--- config.mk ---
export PLATFORM = sky130hd
export DESIGN_NAME = hbss_sequencer
export DESIGN_NICKNAME = d
export VERILOG_FILES = /design/src/hdl/hbss_sequencer.v
export VERILOG_INCLUDE_DIRS = /design/src /design/src/hdl
export SDC_FILE = /design/constraint.sdc
export NUM_CORES = 1
export LEC_CHECK = 0
export BUFFER_PORTS_ARGS = -buffer_cell sky130_fd_sc_hd__buf_2
export CELL_PAD_IN_SITES_DETAIL_PLACEMENT = 1
export CELL_PAD_IN_SITES_GLOBAL_PLACEMENT = 1
export CORE_MARGIN = 1
export CORE_UTILIZATION = 45
export CTS_BUF_LIST = sky130_fd_sc_hd__clkbuf_4
export CTS_CLUSTER_SIZE = 10
export DETAILED_ROUTE_END_ITERATION = 7
export PLACE_DENSITY_LB_ADDON = 0.1
export SYNTH_ARGS = -nofsm -noshare
export SYNTH_HDL_FRONTEND = slang
export SYNTH_SLANG_ARGS = --single-unit
--- constraint.sdc ---
create_clock -name REF_CLK -period 7.6 [get_ports REF_CLK]
set_clock_uncertainty 0.2 [all_clocks]
set_input_delay 0.76 -clock REF_CLK [delete_from_list [all_inputs] [get_ports REF_CLK]]
set_output_delay 0.76 -clock REF_CLK [all_outputs]
set_load 0.02 [all_outputs]
--- src/hdl/hbss_consts.vh ---
// Constants for the hub boot stage sequencer
`ifndef HBSS_CONSTS_VH
`define HBSS_CONSTS_VH

// Firmware-upgrade signature, four ASCII characters, and where it sits in flash
`define HBSS_SIG_ADDR      16'hFFFA
`define HBSS_SIG_WORD      32'h32444655
`define HBSS_EXEC_ADDR     16'h0000
`define HBSS_SIG_BYTES     3'h4

// Register address whose write ends the SOC configuration window
`define HBSS_SOC_DONE_ADDR 8'hFF

// Preset strap encodings (3-bit decoded resistor value)
`define HBSS_PRESET_I2C    3'h0
`define HBSS_PRESET_SLAVE  3'h1

// Default configuration word loaded from internal ROM
`define HBSS_ROM_DEFAULT   16'h0000
`define HBSS_CFG_W         16

// SPI flash read opcodes for 1-bit and 2-bit transfers
`define HBSS_OP_READ1      8'h03
`define HBSS_OP_READ2      8'h3B

// PLL lock settle time
`define HBSS_LOCK_NS       1000
`define HBSS_CLK_NS        50

`endif

--- src/hdl/hbss_sequencer.v ---
// Hub boot stage sequencer: standby, boot stages, connect and normal mode
// ==========================================================================
// How it works
// - Reset high holds standby, outputs floated, PLL stopped
// - Reset low runs hub mode through boot stages
// - Standby aborts work and returns registers to defaults
// - First stage resets logic, locks PLL, loads defaults
// - SPI strap: read flash signature at high address
// - Signature match runs flash from zero, else ROM
// - Without SPI strap skip check to config read
// - Flash reads in single or dual bit mode
// - Flash access works in mode 0 and 3
// - Load ROM defaults then strap overrides
// - Slave preset with both pull-ups enters SOC stage
// - SOC stage waits forever, no timeout
// - Merge ROM, SOC and OTP into configuration
// - Idle then suspend without VBUS or connect
// - VBUS goes to charger detect or connect
// - Connect while VBUS high, leave when it drops
// - Normal mode until system changes operating mode
// - GPIO state written at runtime through registers
// - Bridge I2C and SPI traffic transparently
// - 200k pull-up preset selects management slave mode
`timescale 1ns/1ps
`include "hbss_consts.vh"

module hbss_sequencer (
  input  wire        REF_CLK,        // 20 MHz clock
  input  wire        RESET,          // Chip reset, active high
  input  wire        PLL_CLK_OK,     // Valid reference clock present
  input  wire        SPI_MODE_STRAP, // Strapped for SPI flash mode
  input  wire        SPI_DUAL,       // Use 2-bit flash reads
  input  wire        SPI_CPOL,       // Flash clock idle level, 0 mode 0, 1 mode 3
  input  wire [2:0]  PRESET_STRAP,   // Decoded preset strap
  input  wire [15:0] STRAP_CFG,      // Strap override values
  input  wire [15:0] STRAP_MASK,     // Which bits the straps override
  input  wire        MGMT_DATA_IN,   // Management data pin level
  input  wire        MGMT_CLOCK_IN,  // Management clock pin level
  input  wire        SOC_WR,         // SOC register write strobe
  input  wire [7:0]  SOC_ADDR,       // SOC register address
  input  wire [15:0] SOC_DATA,       // SOC register data
  input  wire [15:0] OTP_DATA,       // OTP configuration word
  input  wire [15:0] OTP_VALID,      // OTP bits programmed
  input  wire        BC_EN,          // Battery charging enabled
  input  wire        VBUS,           // VBUS pin function
  input  wire        CHG_DONE,       // Charger detection finished
  input  wire        MODE_CHANGE,    // System leaves normal mode
  input  wire        GPIO_WR,        // Runtime GPIO register write
  input  wire [7:0]  GPIO_WDATA,     // GPIO value written
  input  wire        BRIDGE_REQ,     // Host bridge request valid
  input  wire [7:0]  BRIDGE_WDATA,   // Host bridge data out
  input  wire [7:0]  BRIDGE_RDATA_IN,// Data from bridged device
  input  wire        SPI_MISO,       // Flash data in 0 / io1
  input  wire        SPI_IO0_IN,     // Flash io0 input in dual mode
  output reg         SPI_SCK,        // Flash clock
  output reg         SPI_CS_N,       // Flash select, active low
  output reg         SPI_IO0_OUT,    // Flash io0 drive
  output reg         SPI_IO0_OE,     // Flash io0 enable
  output reg         PLL_EN,         // PLL running
  output reg         PORT_OE,        // Port interfaces driven
  output reg         PORTS_EN,       // Downstream ports enabled
  output reg         EXT_EXEC,       // Code runs from external flash
  output reg  [15:0] EXEC_ADDR,      // Execution start address
  output reg  [15:0] CONFIG,         // Applied configuration
  output reg         MGMT_SLAVE,     // Management bus in slave mode
  output reg         USB_CONNECT,    // Upstream connect asserted
  output reg         SUSPEND,        // Hub suspended
  output reg  [7:0]  GPIO_OUT,       // GPIO state
  output reg  [7:0]  BRIDGE_WOUT,    // Data to bridged device
  output reg  [7:0]  BRIDGE_RDATA,   // Data returned to host
  output reg  [9:0]  STAGE           // One-hot boot stage
);

  // ========================================================================
  // Stage encoding
  localparam [9:0] S_INIT    = 10'h001;
  localparam [9:0] S_SPI     = 10'h002;
  localparam [9:0] S_CFG_RD  = 10'h004;
  localparam [9:0] S_STRAP   = 10'h008;
  localparam [9:0] S_SOC     = 10'h010;
  localparam [9:0] S_OTP     = 10'h020;
  localparam [9:0] S_IDLE    = 10'h040;
  localparam [9:0] S_CHG     = 10'h080;
  localparam [9:0] S_CONNECT = 10'h100;
  localparam [9:0] S_NORMAL  = 10'h200;

  localparam integer LOCK_CYC_I = (`HBSS_LOCK_NS + `HBSS_CLK_NS - 1) / `HBSS_CLK_NS;
  localparam [7:0]   LOCK_CYC   = LOCK_CYC_I[7:0];

  // Flash read is opcode, 16-bit address, then four signature bytes
  localparam [6:0] SPI_HDR    = 7'h18;
  localparam [6:0] SPI_DBITS  = 7'h20;

  reg [9:0]  state;
  reg [9:0]  next_state;
  reg [7:0]  lock_cnt;
  reg        locked;
  reg [6:0]  bit_cnt;
  reg [23:0] hdr_shift;
  reg [31:0] sig_shift;
  reg        spi_done;
  reg        spi_half;
  reg [15:0] soc_cfg;
  reg [15:0] soc_mask;
  reg        soc_done;
  reg        spi_prime;

  wire       sig_ok  = (sig_shift == `HBSS_SIG_WORD);
  // Closing write is acted on at once so the stage ends on the edge that takes it
  wire       soc_fin = SOC_WR && (SOC_ADDR == `HBSS_SOC_DONE_ADDR);
  wire [7:0] opcode;

  // Strap-overridden value on top of a base word
  function [15:0] overlay;
    input [15:0] base;
    input [15:0] val;
    input [15:0] msk;
    begin
      overlay = (base & ~msk) | (val & msk);
    end
  endfunction

  // Slave preset decode, shared by the stage choice and the bus mode flag
  function is_slave_preset;
    input [2:0] code;
    begin
      is_slave_preset = (code == `HBSS_PRESET_SLAVE);
    end
  endfunction

  // Read opcode for the chosen data width
  function [7:0] read_opcode;
    input dual;
    begin
      read_opcode = dual ? `HBSS_OP_READ2 : `HBSS_OP_READ1;
    end
  endfunction

  assign opcode = read_opcode(SPI_DUAL);

  // ========================================================================
  // Stage transitions
  always @* begin
    next_state = state;
    case (state)
      S_INIT: begin
        if (locked)
          next_state = SPI_MODE_STRAP ? S_SPI : S_CFG_RD;
      end
      S_SPI: begin
        if (spi_done && !sig_ok)
          next_state = S_CFG_RD;
      end
      S_CFG_RD:
        next_state = S_STRAP;
      S_STRAP: begin
        if (is_slave_preset(PRESET_STRAP) && MGMT_DATA_IN && MGMT_CLOCK_IN)
          next_state = S_SOC;
        else
          next_state = S_OTP;
      end
      S_SOC: begin
        if (soc_done || soc_fin)
          next_state = S_OTP;
      end
      S_OTP:
        next_state = S_IDLE;
      S_IDLE: begin
        if (VBUS)
          next_state = BC_EN ? S_CHG : S_CONNECT;
      end
      S_CHG: begin
        if (CHG_DONE)
          next_state = S_CONNECT;
      end
      S_CONNECT: begin
        if (!VBUS)
          next_state = S_IDLE;
        else
          next_state = S_NORMAL;
      end
      S_NORMAL: begin
        if (MODE_CHANGE)
          next_state = S_IDLE;
      end
      default:
        next_state = S_INIT;
    endcase
  end

  // ========================================================================
  // Sequencer and configuration; everything returns to defaults in standby
  always @(posedge REF_CLK or posedge RESET) begin
    if (RESET) begin
      state       <= S_INIT;
      lock_cnt    <= 8'h00;
      locked      <= 1'b0;
      PLL_EN      <= 1'b0;
      PORT_OE     <= 1'b0;
      PORTS_EN    <= 1'b0;
      EXT_EXEC    <= 1'b0;
      EXEC_ADDR   <= `HBSS_EXEC_ADDR;
      CONFIG      <= `HBSS_ROM_DEFAULT;
      MGMT_SLAVE  <= 1'b0;
      soc_cfg     <= `HBSS_ROM_DEFAULT;
      soc_mask    <= 16'h0000;
      soc_done    <= 1'b0;
      STAGE       <= S_INIT;
    end else begin
      state  <= next_state;
      STAGE  <= next_state;
      PLL_EN <= 1'b1;
      if (state == S_INIT && PLL_CLK_OK && !locked) begin
        // Lock only counts while a valid clock is seen
        if (lock_cnt == LOCK_CYC - 8'h01)
          locked <= 1'b1;
        else
          lock_cnt <= lock_cnt + 8'h01;
      end
      if (state == S_SPI && spi_done && sig_ok) begin
        EXT_EXEC  <= 1'b1;
        EXEC_ADDR <= `HBSS_EXEC_ADDR;
      end
      if (state == S_CFG_RD) begin
        PORT_OE <= 1'b1;
        CONFIG  <= overlay(`HBSS_ROM_DEFAULT, STRAP_CFG, STRAP_MASK);
      end
      if (state == S_STRAP)
        MGMT_SLAVE <= is_slave_preset(PRESET_STRAP);
      if (state == S_SOC && SOC_WR) begin
        if (SOC_ADDR == `HBSS_SOC_DONE_ADDR)
          soc_done <= 1'b1;
        else begin
          soc_cfg  <= SOC_DATA;
          soc_mask <= 16'hFFFF;
        end
      end
      if (state == S_OTP) begin
        CONFIG   <= overlay(overlay(CONFIG, soc_cfg, soc_mask), OTP_DATA, OTP_VALID);
        PORTS_EN <= 1'b1;
      end
    end
  end

  // ========================================================================
  // Flash signature read; serial out on io0, data in on one or two lines
  always @(posedge REF_CLK or posedge RESET) begin
    if (RESET) begin
      SPI_SCK     <= 1'b0;
      SPI_CS_N    <= 1'b1;
      SPI_IO0_OUT <= 1'b0;
      SPI_IO0_OE  <= 1'b0;
      bit_cnt     <= 7'h00;
      hdr_shift   <= 24'h000000;
      sig_shift   <= 32'h00000000;
      spi_done    <= 1'b0;
      spi_half    <= 1'b0;
      spi_prime   <= 1'b0;
    end else if (state == S_SPI && !spi_done) begin
      if (SPI_CS_N) begin
        SPI_CS_N    <= 1'b0;
        SPI_SCK     <= SPI_CPOL;
        hdr_shift   <= {opcode, `HBSS_SIG_ADDR};
        SPI_IO0_OE  <= 1'b1;
        SPI_IO0_OUT <= opcode[7];
        bit_cnt     <= 7'h00;
        spi_half    <= 1'b0;
        spi_prime   <= SPI_CPOL;
      end else if (spi_prime) begin
        // Mode 3 rests high: one extra falling edge first, so that both
        // modes then rise to sample and fall to shift, never on one edge
        SPI_SCK   <= 1'b0;
        spi_prime <= 1'b0;
      end else begin
        spi_half <= ~spi_half;
        SPI_SCK  <= ~spi_half;
        if (!spi_half) begin
          // Leading edge: sample data in the read phase
          if (bit_cnt >= SPI_HDR) begin
            if (SPI_DUAL)
              sig_shift <= {sig_shift[29:0], SPI_MISO, SPI_IO0_IN};
            else
              sig_shift <= {sig_shift[30:0], SPI_MISO};
          end
        end else begin
          // Trailing edge: shift out next header bit or finish
          if (bit_cnt < SPI_HDR) begin
            hdr_shift   <= {hdr_shift[22:0], 1'b0};
            SPI_IO0_OUT <= hdr_shift[22];
            if (bit_cnt == SPI_HDR - 7'h01)
              SPI_IO0_OE <= ~SPI_DUAL;
            bit_cnt <= bit_cnt + 7'h01;
          end else if (bit_cnt == SPI_HDR + (SPI_DUAL ? SPI_DBITS >> 1 : SPI_DBITS) - 7'h01) begin
            SPI_CS_N   <= 1'b1;
            SPI_SCK    <= SPI_CPOL;
            SPI_IO0_OE <= 1'b0;
            spi_done   <= 1'b1;
          end else
            bit_cnt <= bit_cnt + 7'h01;
        end
      end
    end else begin
      // Clock rests at its idle level outside the frame
      SPI_SCK <= SPI_CPOL;
    end
  end

  // ========================================================================
  // Suspend and connect follow the stage being entered
  always @(posedge REF_CLK or posedge RESET) begin
    if (RESET) begin
      USB_CONNECT <= 1'b0;
      SUSPEND     <= 1'b0;
    end else begin
      SUSPEND     <= (next_state == S_IDLE);
      // Connect drops with VBUS even in normal mode, the stage stays put
      USB_CONNECT <= (next_state == S_CONNECT || next_state == S_NORMAL) && VBUS;
    end
  end

  // ========================================================================
  // Runtime GPIO writes and transparent bridging; data is not interpreted
  always @(posedge REF_CLK or posedge RESET) begin
    if (RESET) begin
      GPIO_OUT     <= 8'h00;
      BRIDGE_WOUT  <= 8'h00;
      BRIDGE_RDATA <= 8'h00;
    end else begin
      if (GPIO_WR && (state == S_SOC || state == S_NORMAL))
        GPIO_OUT <= GPIO_WDATA;
      if (BRIDGE_REQ && state == S_NORMAL) begin
        BRIDGE_WOUT  <= BRIDGE_WDATA;
        BRIDGE_RDATA <= BRIDGE_RDATA_IN;
      end
    end
  end

endmodule // hbss_sequencer
After elaboration in Yosys (flattened, before gate mapping)

Cells that the tools add are included.

Bits in registers: 153
Input port bits: 132
Output and inout bits: 77
Logic and storage cells: 153

Add/subtract/negate cells: 4
Magnitude comparators: 2
Equality and inequality tests: 22
Mux-type cells: 49
Bitwise gates (word level): 16
Reductions and logical operators: 33

Operators by type and width:

| kind                 | count |
|---|---|
| $pmux 10 s10         | 1 |
| $mux 23              | 4 |
| $and 16x16->16       | 5 |
| $mux 10              | 7 |
| $mux 7               | 5 |
| $eq 32x30->1 const B | 1 |
| $mux 16              | 2 |
| $mux 32              | 1 |
| $not 16->16          | 2 |
| $or 16x16->16        | 2 |
| $mux 1               | 24 |
| $eq 10x10->1 const B | 2 |
| $eq 10x7->1 const B  | 2 |
| $eq 10x9->1 const B  | 2 |
| $mux 6               | 3 |
| $logic_and 1x1->1    | 13 |
| $eq 10x1->1 const B  | 1 |
| $eq 10x2->1 const B  | 1 |
| $eq 10x3->1 const B  | 1 |
| $eq 10x4->1 const B  | 1 |
| $eq 10x5->1 const B  | 1 |
| $eq 10x6->1 const B  | 1 |
| $eq 10x8->1 const B  | 1 |
| $reduce_and 2->1     | 5 |
| 24 further kinds     | 38 |

Depth between registers and ports, before layout

Depth after elaboration: 10
Depth in mapped cells: 8
Depth with buffers taken out: 6

Worst setup path before layout

OpenSTA, ideal clock, no wires.

Kind: flip-flop to flip-flop
Start: register state[1]
End: register soc_cfg[0]
Setup time: 0.125 ns
Arrival: 2.281 ns
Data required time: 7.275 ns
Path slack: 4.994 ns
Stages on the path, launching flop included: 8
Buffers on the path: 2
Period minus slack after synthesis: 2.606 ns
Cell sequence: dfrtp_1 buf_6 or4_4 nor3_4 nand3_2 nor3b_4 buf_6 mux2_4

Word-level cells in the longest chain between the ends: 3

Ends and longest elaborated chain:

| item                              | RTL line             | text |
|---|---|---|
| from (decl)                       | hbss_sequencer.v:94  | `reg [9:0] state;` |
| from (signal assigned)            | hbss_sequencer.v:210 | `state <= next_state;` |
| $eq 10x5->1                       | hbss_sequencer.v:230 | `if (state == S_SOC && SOC_WR) begin` |
| $logic_and 1x1->1                 | hbss_sequencer.v:230 |  |
| $reduce_and 2->1 (no source line) | n/a                  |  |
| to (signal assigned)              | hbss_sequencer.v:205 | `` soc_cfg <= `HBSS_ROM_DEFAULT; `` |
| to (decl)                         | hbss_sequencer.v:103 | `reg [15:0] soc_cfg;` |

No other way between the ends.
A chain may end at the register's enable or synchronous reset.

==> out/qor.yml <==
htreeDepth: 4
finalNonFillerCells: 1092
grt_pass1_wl_um: 31040
totalWireLength_um: 19370
highest_layer: "met4"
coreArea_um2: 15890
most-common-layout-cells: "buf_2 (192), dfrtp_1 (150), nor2_1 (56)"
finalNetCount: 997
crit_required_ps: 7850
drtIter0Drc: 256
cts_tree: "yes"
clk_latency_ps: 550
fp.dieW_um: 129.5
hold_violations: 0
crit_fanout: 34
cts_max_path_buffers: 2
die_h_um: 129.5
cts_resized: 0
place_inst: 1059
internal_power_mw: 1.195
holdBufCountCts: 0
p_total_mw: 1.762
p_clk_share_pct: 23.5
pwr-share-seq_pct: 53.9
hp-class: "in -> async"
layout_commonest_cell: "buf_2"
slowest_delay_ps: 1070
grt_remaining_overflow: 0
path_cells: "nor4_1, nand3_1, nand3_1, o21ai_0, mux2_2"
clk_pin_slew_ps: 120
antenna_found_initial: 0
ys_seq_elements: 152
via_per_inst: 5.419
status: "finished clean"
io_buffer_count: 192
die_area_um2: 16780
syn_inst: 683
wl_met3_um: 837
drcViolationCount: 0
power_density_nw_per_um2: 205.4
cts_sinks: 152
syn_area_um2: 7318
cpMostUsedCell: "nand3_1"
cp_num_buf_inv: 0
postSynth.asyncResetShare_pct: 100.0
wl_met2_um: 10450
row_count: 46
avgSynthCellArea_um2: 10.71
finalMaxSlewViolations: 0
switching_share_pct: 32.16
avgRoutedWirePerCell_um: 17.74
n_fill_cell: 1855
post_cts_buffers: 0
tns_ps: 0
p_leak_nw: 4.297
power_switching_mw: 0.5667
max-vdd-ir-drop_mv: 0.08227
synthFlopType: "dfrtp_1"
timing.final.setup_violations: 0
drv_cap: 0
ios: 209
drive_gt1_share_pct: 32.30
hpwl_um: 14370
crit_type: "reg -> reg"
crit_path_end_kind: "register"
met1_length_um: 7819
track_usage_pct: 23.95
fmax_mhz: 294.6
critical_path.top_delay_family: "simple AND/OR/NAND/NOR gates"
clock-root-buffer: "clkbuf_4"
period_needed_ps: 3395
synth_cell_types: 57
critPathLaunchType: "register"
finalCritPeriodShare_pct: 44.67
synth_edf_count: 0
cts_made_buffers: 17
initial_core_util_pct: 46.07
vias: 5918
cp.arrival_ps: 3640
relSlewSlack_pct: 18.92
cp_slowest_cell: "nand3_1"
ys_seq_area_share_pct: 52.01
worst_slew_pin_slew_ps: 1213
gp_congestion: 0.8710
rsz0062_at_grt: "no"
grt_max_degree: 81
p_comb_share_pct: 22.6
area_growth_pct: 17.20
dr.pass1.iters: 4
ant_nets: 0
grt_pass1_vias: 6141
yosys_warnings: 0
==> cell type report <==
| class | instances | area, um2 | area share (%) |
|---|---|---|---|
| flip-flops and latches | 152 | 3806 | 44.38 |
| multi-input cells | 482 | 3243 | 37.81 |
| repair buffers | 195 | 983.4 | 11.47 |
| well taps | 216 | 270.3 | 3.151 |
| clock buffers | 24 | 180.2 | 2.101 |
| inverters | 14 | 57.56 | 0.6710 |
| clock inverters | 6 | 28.78 | 0.3355 |
| diodes | 3 | 7.507 | 0.08753 |
==> power groups by stage <==
| stage | combinational [mW] | clock, mW | sequential (mW) |
|---|---|---|---|
| after floorplan | 0.208 | 0 | 1.01 |
| after global placement | 0.385 | 0 | 0.958 |
| after detailed placement | 0.400 | 0 | 0.964 |
| after CTS | 0.402 | 0.427 | 0.948 |
| after global routing | 0.438 | 0.460 | 0.959 |
| final | 0.399 | 0.414 | 0.949 |
==> per-layer routing <==
| metal | up-vias | GRT usage (%) |
|---|---|---|
| met1 | 2978 | 28.23 |
| li1 | 2803 | - |
| met4 | 0 | 8.550 |
| met2 | 115 | 42.88 |
| met5 | - | 0 |
| met3 | 22 | 5.367 |
==> synthesized netlist by cell type, types with 14 or more instances <==
library cell	number	area share (%)
buf_4	16	1.6
a21oi_1	51	3.5
o21ai_0	40	2.7
nand2_1	36	1.8
clkbuf_1	19	0.97
mux2i_1	38	5.2
nor2_1	56	2.9
mux2_2	38	5.8
inv_1	14	0.72
o22a_1	16	1.9
nand3_1	23	1.6
dfrtp_1	150	51
nand4_1	16	1.4
==> final timing paths <==
check                                     startpoint                     endpoint  slack, ps  cells past startpoint
max in group asynchronous                      RESET     hdr_shift[6]$_DFFE_PP0P_       5610                      3
worst min-delay path                           RESET  BRIDGE_RDATA[4]$_DFFE_PP0P_        100                      2
worst min register to register  PORTS_EN$_DFFE_PP0P_         PORTS_EN$_DFFE_PP0P_        280                      1
worst max register to register    state[1]$_DFF_PP0_                     register       4210                      5
min in group REF_CLK                  SPI_MODE_STRAP           state[2]$_DFF_PP0_        220                      2
worst max-delay path              state[1]$_DFF_PP0_                     register       4210                      5
==> cell families after synthesis <==
logic type               after synthesis  share of synthesized area, %
buffers and inverters                 64                         4.531
adder cells (fa/ha/maj)                3                        0.5130
flip-flops                           152                         52.01
other                                  2                        0.1026
XOR/XNOR                              15                         1.795
multiplexers                          85                         12.89
AND/OR/NAND/NOR                      202                         14.69
AO/OA/AOI/OAI                        160                         13.47
==> through the flow <==
stage / area (um2) / util, % / hold WS (ps) / setup WS, ps
4_1_cts: 8569 / 53.95 / 82.55 / 4230
2_1_floorplan: 7375 / - / 245.5 / 2550
6_report: 8577 / 53.99 / 98.79 / 4205
5_1_grt: 8569 / 53.95 / 101.6 / 3806
3_3_place_gp: 8361 / 52.63 / 248.9 / 4430
3_5_place_dp: 8361 / 52.63 / 252.9 / 4288
No activity file was read; power rests on OpenSTA's default activity.
